==> src/include/run_setpoint_pkg.sv <==
// constants shared by the three-wire run command and setpoint front-end
// assumes mclk at 20 MHz and settings held stable by the parameter store
package run_setpoint_pkg;
    // ************************************************************
    // clock and tick timing
    // ************************************************************
    localparam int          CLK_PERIOD_NS   = 50;
    localparam int          TICK_TIME_US    = 1000;
    localparam int          TICK_CYCLES     = (TICK_TIME_US * 1000 + CLK_PERIOD_NS - 1)
                                              / CLK_PERIOD_NS;
    localparam int          TICKS_PER_10MS  = 10;
    // ************************************************************
    // setting codes
    // ************************************************************
    localparam logic [3:0]  MODE_THREE_ONE  = 4'h2;
    localparam logic [3:0]  MODE_THREE_TWO  = 4'h3;
    localparam logic [3:0]  SOURCE_TERMINAL = 4'h1;
    localparam logic [5:0]  FUNC_FORWARD    = 6'h01;
    localparam logic [5:0]  FUNC_REVERSE    = 6'h02;
    localparam logic [5:0]  FUNC_PERMIT     = 6'h03;
    // ************************************************************
    // up/down rate, units of 0.001 Hz/s
    // ************************************************************
    localparam logic [15:0] RATE_DEFAULT    = 16'h03e8;
    localparam logic [31:0] UHZ_PER_LSB     = 32'h0000_2710;
    // ************************************************************
    // analog curves, volts in 0.01 V, percent in 0.1 %
    // ************************************************************
    localparam logic [9:0]         VOLT_MAX        = 10'h3e8;
    localparam logic [9:0]         CURVE_MIN_IN_DEF = 10'h000;
    localparam logic [9:0]         CURVE_MAX_IN_DEF = 10'h3e8;
    localparam logic signed [11:0] PCT_MIN_DEF     = 12'sh000;
    localparam logic signed [11:0] PCT_MAX_DEF     = 12'sh3e8;
    localparam logic signed [11:0] PCT_LOW_LIMIT   = -12'sh3e8;
    localparam logic signed [11:0] PCT_MIN_HIGH    = 12'sh3e8;
    localparam logic signed [11:0] PCT_MAX_HIGH    = 12'sh5dc;
    localparam logic signed [31:0] PCT_FULL        = 32'sh0000_03e8;
    // filter time, units of 0.01 s
    localparam logic [9:0]  FILTER_DEFAULT  = 10'h00a;
    localparam logic [9:0]  FILTER_LIMIT    = 10'h3e8;
    localparam int          FRAC_BITS       = 16;
    // ************************************************************
    // run state
    // ************************************************************
    typedef enum logic [2:0] {
        RUN_STOP    = 3'b001,
        RUN_FORWARD = 3'b010,
        RUN_REVERSE = 3'b100
    } run_state_t;
endpackage

==> src/core/three_wire_run_command_setpoint.sv <==
// three-wire terminal run decoding, up/down frequency ramp and two analog curves
// assumes terminal pins are asynchronous and analog words come from an adc on mclk
//
// Behaviour
// - mode one: third permits, first forward, second reverse
// - permit opening stops at once
// - mode one acts on closing edges, three cycles after the pin closes
// - mode one latches last action of three
// - mode two: first runs, second direction, third permits
// - mode two: direction open forward, closed reverse
// - mode two starts on run closing edge
// - mode setting 2 is one, 3 two
// - terminals govern only with source setting 1
// - function codes 1 forward, 2 reverse, 3 permit
// - up/down ramps at programmable hertz per second
// - curve one maps end points linearly
// - end point percentages clamped to their ranges
// - percentage scaled against maximum output frequency
// - analog input one smoothed by filter time
// - curve two behaves like curve one
`timescale 1ns/10ps
module three_wire_run_command_setpoint #(
    parameter int TICK_CYCLES_P = run_setpoint_pkg::TICK_CYCLES
) (
    // clock, reset, enable
    input  wire logic                mclk,
    input  wire logic                rst_n,
    input  wire logic                clk_en,
    // terminal pins, closed is high
    input  wire logic                input_terminal_one,
    input  wire logic                input_terminal_two,
    input  wire logic                input_terminal_three,
    input  wire logic                up_terminal,
    input  wire logic                down_terminal,
    // run settings
    input  wire logic [3:0]          terminal_mode_setting,
    input  wire logic [3:0]          run_source_setting,
    input  wire logic [5:0]          terminal_one_function,
    input  wire logic [5:0]          terminal_two_function,
    input  wire logic [5:0]          terminal_three_function,
    // frequency settings, 0.01 Hz and 0.001 Hz/s
    input  wire logic [15:0]         max_output_frequency,
    input  wire logic [15:0]         updown_rate_setting,
    // analog words, 0.01 V
    input  wire logic [9:0]          analog_input_one,
    input  wire logic [9:0]          analog_input_two,
    // curve settings
    input  wire logic [9:0]          curve_one_min_input,
    input  wire logic [9:0]          curve_one_max_input,
    input  wire logic signed [11:0]  curve_one_min_percent,
    input  wire logic signed [11:0]  curve_one_max_percent,
    input  wire logic [9:0]          curve_two_min_input,
    input  wire logic [9:0]          curve_two_max_input,
    input  wire logic signed [11:0]  curve_two_min_percent,
    input  wire logic signed [11:0]  curve_two_max_percent,
    input  wire logic [9:0]          analog_one_filter_time,
    // run commands
    output logic                     run_command,
    output logic                     forward_command,
    output logic                     reverse_command,
    output logic                     terminal_control_active,
    // setpoints
    output logic [15:0]              updown_frequency,
    output logic [9:0]               analog_one_filtered,
    output logic signed [11:0]       curve_one_percent,
    output logic signed [11:0]       curve_two_percent,
    output logic signed [17:0]       curve_one_frequency,
    output logic signed [17:0]       curve_two_frequency
);
    import run_setpoint_pkg::*;

    // ************************************************************
    // helpers
    // ************************************************************
    function automatic logic signed [11:0] clamp_pct(input logic signed [11:0] v,
                                                     input logic signed [11:0] hi);
        clamp_pct = v;
        if (v < PCT_LOW_LIMIT) begin
            clamp_pct = PCT_LOW_LIMIT;
        end else if (v > hi) begin
            clamp_pct = hi;
        end
    endfunction

    function automatic logic signed [11:0] curve_map(input logic [9:0]         x,
                                                     input logic [9:0]         min_in,
                                                     input logic [9:0]         max_in,
                                                     input logic signed [11:0] min_pct,
                                                     input logic signed [11:0] max_pct);
        logic [9:0]         lo;
        logic [9:0]         hi;
        logic signed [11:0] pl;
        logic signed [11:0] ph;
        logic signed [31:0] num;
        logic signed [31:0] span;

        lo   = min_in;
        hi   = (max_in > VOLT_MAX) ? VOLT_MAX : max_in;
        if (lo > hi) begin
            lo = hi;
        end
        pl   = clamp_pct(min_pct, PCT_MIN_HIGH);
        ph   = clamp_pct(max_pct, PCT_MAX_HIGH);
        num  = 32'($signed({22'h0, x - lo})) * (32'(ph) - 32'(pl));
        span = $signed({22'h0, hi - lo});
        if (x <= lo) begin
            curve_map = pl;
        end else if (x >= hi) begin
            curve_map = ph;
        end else begin
            curve_map = 12'(32'(pl) + num / span);
        end
    endfunction

    // floor log2 of the time constant in ticks; a power-of-two step trades exact
    // time constant for a divider-free filter
    function automatic logic [4:0] filter_shift(input logic [9:0] t);
        logic [17:0] ticks;

        filter_shift = 5'h00;
        ticks        = 18'(t > FILTER_LIMIT ? FILTER_LIMIT : t) * 18'(TICKS_PER_10MS);
        for (int i = 0; i < 18; i++) begin
            if (ticks[i]) begin
                filter_shift = 5'(i);
            end
        end
    endfunction

    function automatic logic signed [17:0] pct_to_freq(input logic signed [11:0] p,
                                                       input logic [15:0]        fmax);
        logic signed [31:0] prod;

        prod        = 32'(p) * $signed({16'h0, fmax});
        pct_to_freq = 18'(prod / PCT_FULL);
    endfunction

    // ************************************************************
    // pin synchronisers
    // ************************************************************
    logic [4:0] pin_meta_reg;
    logic [4:0] pin_sync_reg;
    logic [4:0] pin_prev_reg;
    // first flop may be metastable, never read by logic

    always_ff @(posedge mclk or negedge rst_n) begin
        if (!rst_n) begin
            pin_meta_reg <= 5'h00;
            pin_sync_reg <= 5'h00;
            pin_prev_reg <= 5'h00;
        end else if (clk_en) begin
            pin_meta_reg <= {down_terminal, up_terminal, input_terminal_three,
                             input_terminal_two, input_terminal_one};
            pin_sync_reg <= pin_meta_reg;
            pin_prev_reg <= pin_sync_reg;
        end
    end

    logic t_one;
    logic t_two;
    logic t_permit;
    logic rise_one;
    logic rise_two;

    assign t_one    = pin_sync_reg[0];
    assign t_two    = pin_sync_reg[1];
    assign t_permit = pin_sync_reg[2];
    assign rise_one = pin_sync_reg[0] & ~pin_prev_reg[0];
    assign rise_two = pin_sync_reg[1] & ~pin_prev_reg[1];

    // ************************************************************
    // run command decoding
    // ************************************************************
    logic mode_one;
    logic mode_two;
    logic codes_ok;
    logic active;

    assign mode_one = (terminal_mode_setting == MODE_THREE_ONE);
    assign mode_two = (terminal_mode_setting == MODE_THREE_TWO);
    assign codes_ok = (terminal_one_function == FUNC_FORWARD)
                    & (terminal_two_function == FUNC_REVERSE)
                    & (terminal_three_function == FUNC_PERMIT);
    assign active   = (run_source_setting == SOURCE_TERMINAL) & codes_ok
                    & (mode_one | mode_two);

    run_state_t run_reg;
    run_state_t run_next;

    // permit open or terminal control inactive forces a stop from any state
    always_comb begin
        run_next = run_reg;
        case (run_reg)
            RUN_STOP: begin
                if (mode_one && t_permit && rise_one) begin
                    run_next = RUN_FORWARD;
                end else if (mode_one && t_permit && rise_two) begin
                    run_next = RUN_REVERSE;
                end else if (mode_two && t_permit && rise_one) begin
                    run_next = t_two ? RUN_REVERSE : RUN_FORWARD;
                end
            end
            RUN_FORWARD, RUN_REVERSE: begin
                if (mode_one && rise_one) begin
                    run_next = RUN_FORWARD;
                end else if (mode_one && rise_two) begin
                    run_next = RUN_REVERSE;
                end else if (mode_two) begin
                    run_next = t_two ? RUN_REVERSE : RUN_FORWARD;
                end
            end
            default: begin
                run_next = RUN_STOP;
            end
        endcase
        if (!active || !t_permit) begin
            run_next = RUN_STOP;
        end
    end

    always_ff @(posedge mclk or negedge rst_n) begin
        if (!rst_n) begin
            run_reg <= RUN_STOP;
        end else if (clk_en) begin
            run_reg <= run_next;
        end
    end

    assign run_command             = (run_reg != RUN_STOP);
    assign forward_command         = (run_reg == RUN_FORWARD);
    assign reverse_command         = (run_reg == RUN_REVERSE);
    assign terminal_control_active = active;

    // ************************************************************
    // tick
    // ************************************************************
    // one tick paces the ramp and the filter
    localparam int TW = $clog2(TICK_CYCLES_P + 1);
    logic [TW-1:0] tick_cnt_reg;
    logic          tick;

    assign tick = (tick_cnt_reg == TW'(TICK_CYCLES_P - 1));

    always_ff @(posedge mclk or negedge rst_n) begin
        if (!rst_n) begin
            tick_cnt_reg <= '0;
        end else if (clk_en) begin
            tick_cnt_reg <= tick ? '0 : tick_cnt_reg + TW'(1);
        end
    end

    // ************************************************************
    // up/down ramp, held in micro-hertz
    // ************************************************************
    logic [31:0] ud_uhz_reg;
    logic [31:0] ud_limit;
    logic [31:0] ud_step;
    logic [32:0] ud_sum;
    logic        go_up;
    logic        go_down;

    assign ud_limit = 32'(max_output_frequency) * UHZ_PER_LSB;
    assign ud_step  = {16'h0, updown_rate_setting};
    assign ud_sum   = {1'b0, ud_uhz_reg} + {1'b0, ud_step};
    // up and down together cancel
    assign go_up    = pin_sync_reg[3] & ~pin_sync_reg[4];
    assign go_down  = pin_sync_reg[4] & ~pin_sync_reg[3];

    always_ff @(posedge mclk or negedge rst_n) begin
        if (!rst_n) begin
            ud_uhz_reg <= 32'h0;
        end else if (clk_en) begin
            if (ud_uhz_reg > ud_limit) begin
                ud_uhz_reg <= ud_limit;
            end else if (tick && go_up) begin
                ud_uhz_reg <= (ud_sum > {1'b0, ud_limit}) ? ud_limit : ud_sum[31:0];
            end else if (tick && go_down) begin
                ud_uhz_reg <= (ud_uhz_reg > ud_step) ? ud_uhz_reg - ud_step : 32'h0;
            end
        end
    end

    always_ff @(posedge mclk or negedge rst_n) begin
        if (!rst_n) begin
            updown_frequency <= 16'h0;
        end else if (clk_en) begin
            updown_frequency <= 16'(ud_uhz_reg / UHZ_PER_LSB);
        end
    end

    // ************************************************************
    // analog input one filter
    // ************************************************************
    logic [9+FRAC_BITS:0]          filt_reg;
    logic signed [10+FRAC_BITS:0]  filt_diff;
    logic [4:0]                    filt_k;

    assign filt_k    = filter_shift(analog_one_filter_time);
    assign filt_diff = $signed({1'b0, analog_input_one, 16'h0}) - $signed({1'b0, filt_reg});

    always_ff @(posedge mclk or negedge rst_n) begin
        if (!rst_n) begin
            filt_reg <= '0;
        end else if (clk_en && tick) begin
            filt_reg <= 26'($signed({1'b0, filt_reg}) + (filt_diff >>> filt_k));
        end
    end

    assign analog_one_filtered = filt_reg[9+FRAC_BITS:FRAC_BITS];

    // ************************************************************
    // curves and frequency scaling
    // ************************************************************
    always_ff @(posedge mclk or negedge rst_n) begin
        if (!rst_n) begin
            curve_one_percent <= 12'sh000;
            curve_two_percent <= 12'sh000;
        end else if (clk_en) begin
            curve_one_percent <= curve_map(analog_one_filtered, curve_one_min_input,
                                           curve_one_max_input, curve_one_min_percent,
                                           curve_one_max_percent);
            // input two has no filter
            curve_two_percent <= curve_map(analog_input_two, curve_two_min_input,
                                           curve_two_max_input, curve_two_min_percent,
                                           curve_two_max_percent);
        end
    end

    // one cycle behind the percentages so the wide multiply sits in its own stage
    always_ff @(posedge mclk or negedge rst_n) begin
        if (!rst_n) begin
            curve_one_frequency <= 18'sh00000;
            curve_two_frequency <= 18'sh00000;
        end else if (clk_en) begin
            curve_one_frequency <= pct_to_freq(curve_one_percent, max_output_frequency);
            curve_two_frequency <= pct_to_freq(curve_two_percent, max_output_frequency);
        end
    end
endmodule

==> config.mk <==
export PLATFORM = sky130hd
export DESIGN_NAME = three_wire_run_command_setpoint
export DESIGN_NICKNAME = d
export VERILOG_FILES = /design/src/include/run_setpoint_pkg.sv /design/src/core/three_wire_run_command_setpoint.sv
export SDC_FILE = /design/constraint.sdc
export NUM_CORES = 2
export LEC_CHECK = 0
export BUFFER_PORTS_ARGS = -buffer_cell sky130_fd_sc_hd__buf_2
export CORE_MARGIN = 1
export CORE_UTILIZATION = 66
export CTS_CLUSTER_DIAMETER = 50
export DETAILED_ROUTE_END_ITERATION = 6
export GPL_TIMING_DRIVEN = 1
export PLACE_DENSITY = 0.84
export REMOVE_ABC_BUFFERS = 1
export SLEW_MARGIN = 10
export SYNTH_ARGS = -nofsm -noshare
export SYNTH_HDL_FRONTEND = slang
export SYNTH_SLANG_ARGS = --single-unit
==> constraint.sdc <==
create_clock -name mclk -period 184.7 [get_ports mclk]
set_input_delay 18.47 -clock mclk [delete_from_list [all_inputs] [get_ports mclk]]
set_output_delay 18.47 -clock mclk [all_outputs]
set_load 0.01 [all_outputs]
---- Word-level counts from Yosys, hierarchy flattened ----
Cells that the tools add are included.
cells by class
  mux-type cells .......................... 55
  multiply operators ...................... 6
  reduce and logical (&&, ||, !) cells .... 17
  $add $sub $neg .......................... 13
  bitwise gates (word level) .............. 13
  magnitude comparators ................... 20
  equality and inequality tests ........... 13
  shift-type cells ........................ 1
  div/mod/pow operators ................... 5
operators with widths
  cell                    number
  $mux 12                 16
  $mux 32                 5
  $mux 5                  16
  $mux 10                 7
  $div 32x11->32          2
  $div 32x11->32 const B  2
  $mul 12x17->29          2
  $lt 12x11->1 const B    4
  $mul 11x13->24          2
  $sub 10x10->10          4
  $add 32x16->33          1
  $gt 33x30->1            1
  $div 32x14->32 const B  1
  $gt 32x16->1            1
  $gt 32x30->1            1
  $sub 32x16->32          1
  $gt 10x10->1 const B    3
  $sshr 27x5->26          1
  $sub 26x26->27          1
  $add 26x26->26          1
  $mul 16x10->26 const B  1
  $sub 12x12->13          2
  $add 12x12->12          2
  $gt 12x11->1 const B    2
  other kinds (30)        64
word-level totals
  input port bits ......................... 184
  output and inout port bits .............. 90
  logic and storage cells ................. 155
  register bits ........................... 164

---- Logic depth before layout (Yosys ltp) ----
  word-level depth ........................ 22
  mapped depth ............................ 529
  depth with buffers taken out ............ 492

---- Worst setup path after synthesis ----
No wires, ideal clock.
  kind .................................... input to register
  start ................................... input port curve_one_max_input[7]
  end ..................................... register curve_one_percent[11]
  data required time ...................... 184.573 ns
  stages on the path ...................... 498
  arrival ................................. 112.157 ns
  library setup time ...................... 0.127 ns
  path buffers ............................ 46
  path slack .............................. 72.416 ns
  path through ............................ and4_1 > nand2_1 > o21ai_0 > ha_1 > a21oi_1 > nand2b_1 > o311ai_1 > o21ai_1 > clkbuf_1 > o21ai_0 > ha_1 > o21ai_0 > o21ai_0 > a31oi_1 > a31oi_1 > o311ai_0 > a21oi_1 > nand3_1 > [462 not listed] > nor2_1 > a21oi_1 > ha_1 > a21o_1 > a21oi_1 > o21bai_1 > a21oi_1 > nor2b_1 > o21a_1 > o21ai_0 > nand2b_1 > a21oi_1 > o21bai_1 > a21oi_1 > xnor2_1 > xnor2_1 > nor4bb_1 > nor3_1
on the way
  word-level cells in the longest chain between the ends .. 11
  elaborated cells between the ends (all ways) .. 14
  those cells by class .................... add/sub (3); mul (1); div (1); order compare (4); mux (5)
ends and longest elaborated chain
  what                  line                                    source
  from (decl)           three_wire_run_command_setpoint.sv:49   input wire logic [9:0] curve_one_max_input,
  $gt 10x10->1          three_wire_run_command_setpoint.sv:98   hi = (max_in > VOLT_MAX) ? VOLT_MAX : max_in;
  $mux 10 *             three_wire_run_command_setpoint.sv:98
  $gt 10x10->1          three_wire_run_command_setpoint.sv:99   if (lo > hi) begin
  $mux 10               three_wire_run_command_setpoint.sv:99
  $mux 10               three_wire_run_command_setpoint.sv:317  end else if (clk_en) begin
  $sub 10x10->10        three_wire_run_command_setpoint.sv:104  num = 32'($signed({22'h0, x - lo})) * (32'(ph) - 32'(pl));
  $mul 11x13->24        three_wire_run_command_setpoint.sv:104
  $div 32x11->32        three_wire_run_command_setpoint.sv:111  curve_map = 12'(32'(pl) + num / span);
  $add 12x12->12        three_wire_run_command_setpoint.sv:111
  $mux 12               three_wire_run_command_setpoint.sv:108  end else if (x >= hi) begin
  $mux 12 *             three_wire_run_command_setpoint.sv:106  if (x <= lo) begin
  to (signal assigned)  three_wire_run_command_setpoint.sv:318  curve_one_percent <= curve_map(analog_one_filtered, curve_one_min_input,
  to (decl)             three_wire_run_command_setpoint.sv:65   output logic signed [11:0] curve_one_percent,
Every way passes the cells marked *; elsewhere a longest branch is shown, timed or not. The select of a mux whose other input is x is not followed.
A chain may end at the register's enable or synchronous reset.

---- Worst setup path in the final report ----
  start ................................... input port curve_two_max_input[5]
  end ..................................... register curve_two_percent[10]
on the way
  word-level cells in the longest chain between the ends .. 11
  elaborated cells between the ends (all ways) .. 14
  those cells by class .................... add/sub (3); mul (1); div (1); order compare (4); mux (5)
ends and longest elaborated chain
  what                  line                                    source
  from (decl)           three_wire_run_command_setpoint.sv:53   input wire logic [9:0] curve_two_max_input,
  $gt 10x10->1          three_wire_run_command_setpoint.sv:98
  $mux 10 *             three_wire_run_command_setpoint.sv:98
  $gt 10x10->1          three_wire_run_command_setpoint.sv:99
  $mux 10               three_wire_run_command_setpoint.sv:99
  $mux 10               three_wire_run_command_setpoint.sv:317
  $sub 10x10->10        three_wire_run_command_setpoint.sv:104
  $mul 11x13->24        three_wire_run_command_setpoint.sv:104
  $div 32x11->32        three_wire_run_command_setpoint.sv:111
  $add 12x12->12        three_wire_run_command_setpoint.sv:111
  $mux 12               three_wire_run_command_setpoint.sv:108
  $mux 12 *             three_wire_run_command_setpoint.sv:106
  to (signal assigned)  three_wire_run_command_setpoint.sv:322  curve_two_percent <= curve_map(analog_input_two, curve_two_min_input,
  to (decl)             three_wire_run_command_setpoint.sv:66   output logic signed [11:0] curve_two_percent,
Marks and branches as above.

==> flow_summary.ini <==
[status]
status = complete, but fails checks
violations = DRC

[cts]
clk_pin_slew_ns = 0.08
clock_latency_ns = 0.56
cts_buffers = 17
cts-resized-gates = 0
htreeDepth = 4
cts_tree = built
clock_path_buffers = 2
cts_num_sinks = 164
post_cts_buffers = 0
cts_hold_buffers = 0
cts-root-buf = clkbuf_16

[finish]
drive_gt1_share_pct = 7.193
largest_reg_flops = 32
area_growth_pct = 3.319
layout.nets = 16050

[floorplan]
fp.dieH_um = 397.9
num_rows = 144
pin_count = 274
start_util_pct = 66.83
die_area_mm2 = 0.1583
dieWidth_um = 397.9
core_area_mm2 = 0.1548

[synthesis]
syn_area_mm2 = 0.1034
synth.distinct_cells = 153
async_reset_ff_share_pct = 100.0
ys_ff_latch = 164
synth_area_leaders = ha_1 14%, fa_1 11%, nand2_1 5.2%
synthCells = 14210
syn_avg_cell_area_um2 = 7.276
yosys_most_used_dff = dfrtp_1
yosys.area.top_type_share_pct = 14.00
synth_top_area_cell = ha_1
ys_warn_count = 0
synth-edff-count = 0
yosysSeqAreaShare_pct = 3.969

[global_route]
grt_max_degree = 64
first_global_vias = 105400
antenna_found_initial = 4
gr-total-overflow = 0
grt_pass1_wl_mm = 516.1
track_usage_pct = 38.39

[place]
gp_congestion = 1.016
portBuffers = 273
hpwl_mm = 254.0

[sta]
finalSetupViolations = 0
min_period_over_period_pct = 67.87
skew_ns = 0.04004
worst_slew_pin_slew_ns = 1.319
fin_tns_setup_ns = 0
finalMaxSlewViolations = 0
rsz0062_at_grt = false
slew-limit-headroom_pct = 11.74
fmax_mhz = 7.978
fin_crit_ns = 125.35
hold_viol = 0

[routing]
routed_wl_mm = 314.3
via_per_inst = 6.728
dr.pass1.iters = 7
routedWlPerCell_um = 19.40
vias = 109000
drt-initial-drc-count = 10260
drc = 2
ant_nets = 0

[setup_path]
reg2reg_slack_ns = 87.13
critPathSlowestCell = nor4_4
cp_max_fo = 31
crit_path_start_kind = input pin
setup.worst_path.end_class = flip-flop
critPathRequiredTime_ns = 185.14
crit_type = input pin to flip-flop
arrival_ns = 125.79
crit_path_max_incr_delay_ns = 0.78
cpMostUsedCell = o21a_1

[run]
max_cap_violations = 0

[hold_path]
hold_path.class = flip-flop to flip-flop
## cell usage after synthesis (all sizes together), types with 167 or more instances
library cell / n
xor2: 271
nand2: 1444
xnor2: 589
mux2: 248
a21oi: 789
nor3: 707
and2: 298
nand4: 167
clkbuf: 379
inv: 1190
o31ai: 268
nand2b: 176
o21ai: 652
fa: 567
o21a: 477
ha: 1157
a21o: 265
nor2: 1206
nand3: 307
mux2i: 190
## routing by layer
| metal | vias to the layer above | wire (µm) | GRT usage (%) |
|---|---|---|---|
| met5 | - | 36 | 0 |
| met3 | 823 | 24530 | 4.660 |
| met2 | 4674 | 144800 | 64.56 |
| met4 | 6 | 12370 | 15.14 |
| li1 | 51520 | - | - |
| met1 | 51970 | 132600 | 49.79 |
## kinds of logic (layout without fill, tap and decap cells)
| group | count (synthesis) | after routing | share of synthesized area (%) |
|---|---|---|---|
| compound gates | 3963 | 3963 | 26.70 |
| xor+xnor | 861 | 861 | 7.312 |
| fa+ha+maj | 1763 | 1763 | 25.35 |
| buf+inv | 1689 | 1612 | 6.439 |
| flops | 164 | 164 | 3.969 |
| mux | 440 | 440 | 4.609 |
| other cells | 1 | 19 | 0.003626 |
| simple gates | 5333 | 5333 | 25.62 |
## through the flow
stage / instances / worst slack [ns] / cell area [µm²] / utilization, % / hold WS [ns]
after global routing: 16200 / 50.95 / 106900 / 69.04 / 0.5228
after detailed placement: 16160 / 60.87 / 106200 / 68.63 / 0.4858
after global placement: 16160 / 65.65 / 106200 / 68.63 / 0.4611
after CTS: 16200 / 61.10 / 106800 / 69.03 / 0.5044
after floorplan: 13730 / 72.38 / 101300 / - / 0.4481
final: 16200 / 59.35 / 106900 / 69.04 / 0.5049
## layout by cell type, fill, tap and decap left out, types with 56 or more instances in the layout
master	instances
a21oi_1	781
o31ai_1	264
xnor2_1	587
buf_2	271
o2111ai_1	56
or3_1	136
nor4_1	138
mux2_2	245
ha_1	1157
xor2_1	270
nor2_1	1200
o211ai_1	110
nor2b_1	137
inv_1	1186
fa_1	567
nor3b_1	62
and3_1	138
o21ai_0	599
a31oi_1	142
nand2b_1	176
o22ai_1	59
nand4_1	163
nand2_1	1442
a211o_1	61
mux2i_1	186
o21a_1	477
a21o_1	263
and2_1	293
dfrtp_1	163
nand3_1	301
or2_2	127
a211oi_1	156
o21bai_1	107
buf_4	116
nor3_1	692
## worst paths after layout
check | from | endpoint | depth (start not counted)
worst max-delay path | curve_two_max_input[5] | curve_two_percent[10] | 468
worst min-delay path | tick_cnt_reg[13] | tick_cnt_reg[13] | 1
worst max register to register | filt_reg[17] | curve_one_percent[10] | 422
worst min register to register | tick_cnt_reg[13] | tick_cnt_reg[13] | 1
max in group asynchronous | rst_n | curve_one_percent[10] | 3
min in group asynchronous | rst_n | curve_two_percent[0] | 1
## critical path: cells and delay by family
kind / cells / cell delay [ns]
compound gates: 276 / 58.06
simple gates: 133 / 33.72
fa+ha+maj: 33 / 9.89
mux: 8 / 2.60
buf+inv: 17 / 2.59
xor+xnor: 1 / 0.17
## area by class of cell
type	instances	area (µm²)
tap	2044	2557
clock buffer	17	425.4
sequential	164	4105
antenna	3	7.507
inverter	1192	4474
timing repair buffer	388	2241
multi-input combinational	12380	92850
fill	13180	47910
clock inverter	15	193.9
Power is left out: the tool's default activity adds up to more than one toggle a clock period on the data nets, which glitch-free logic cannot reach.
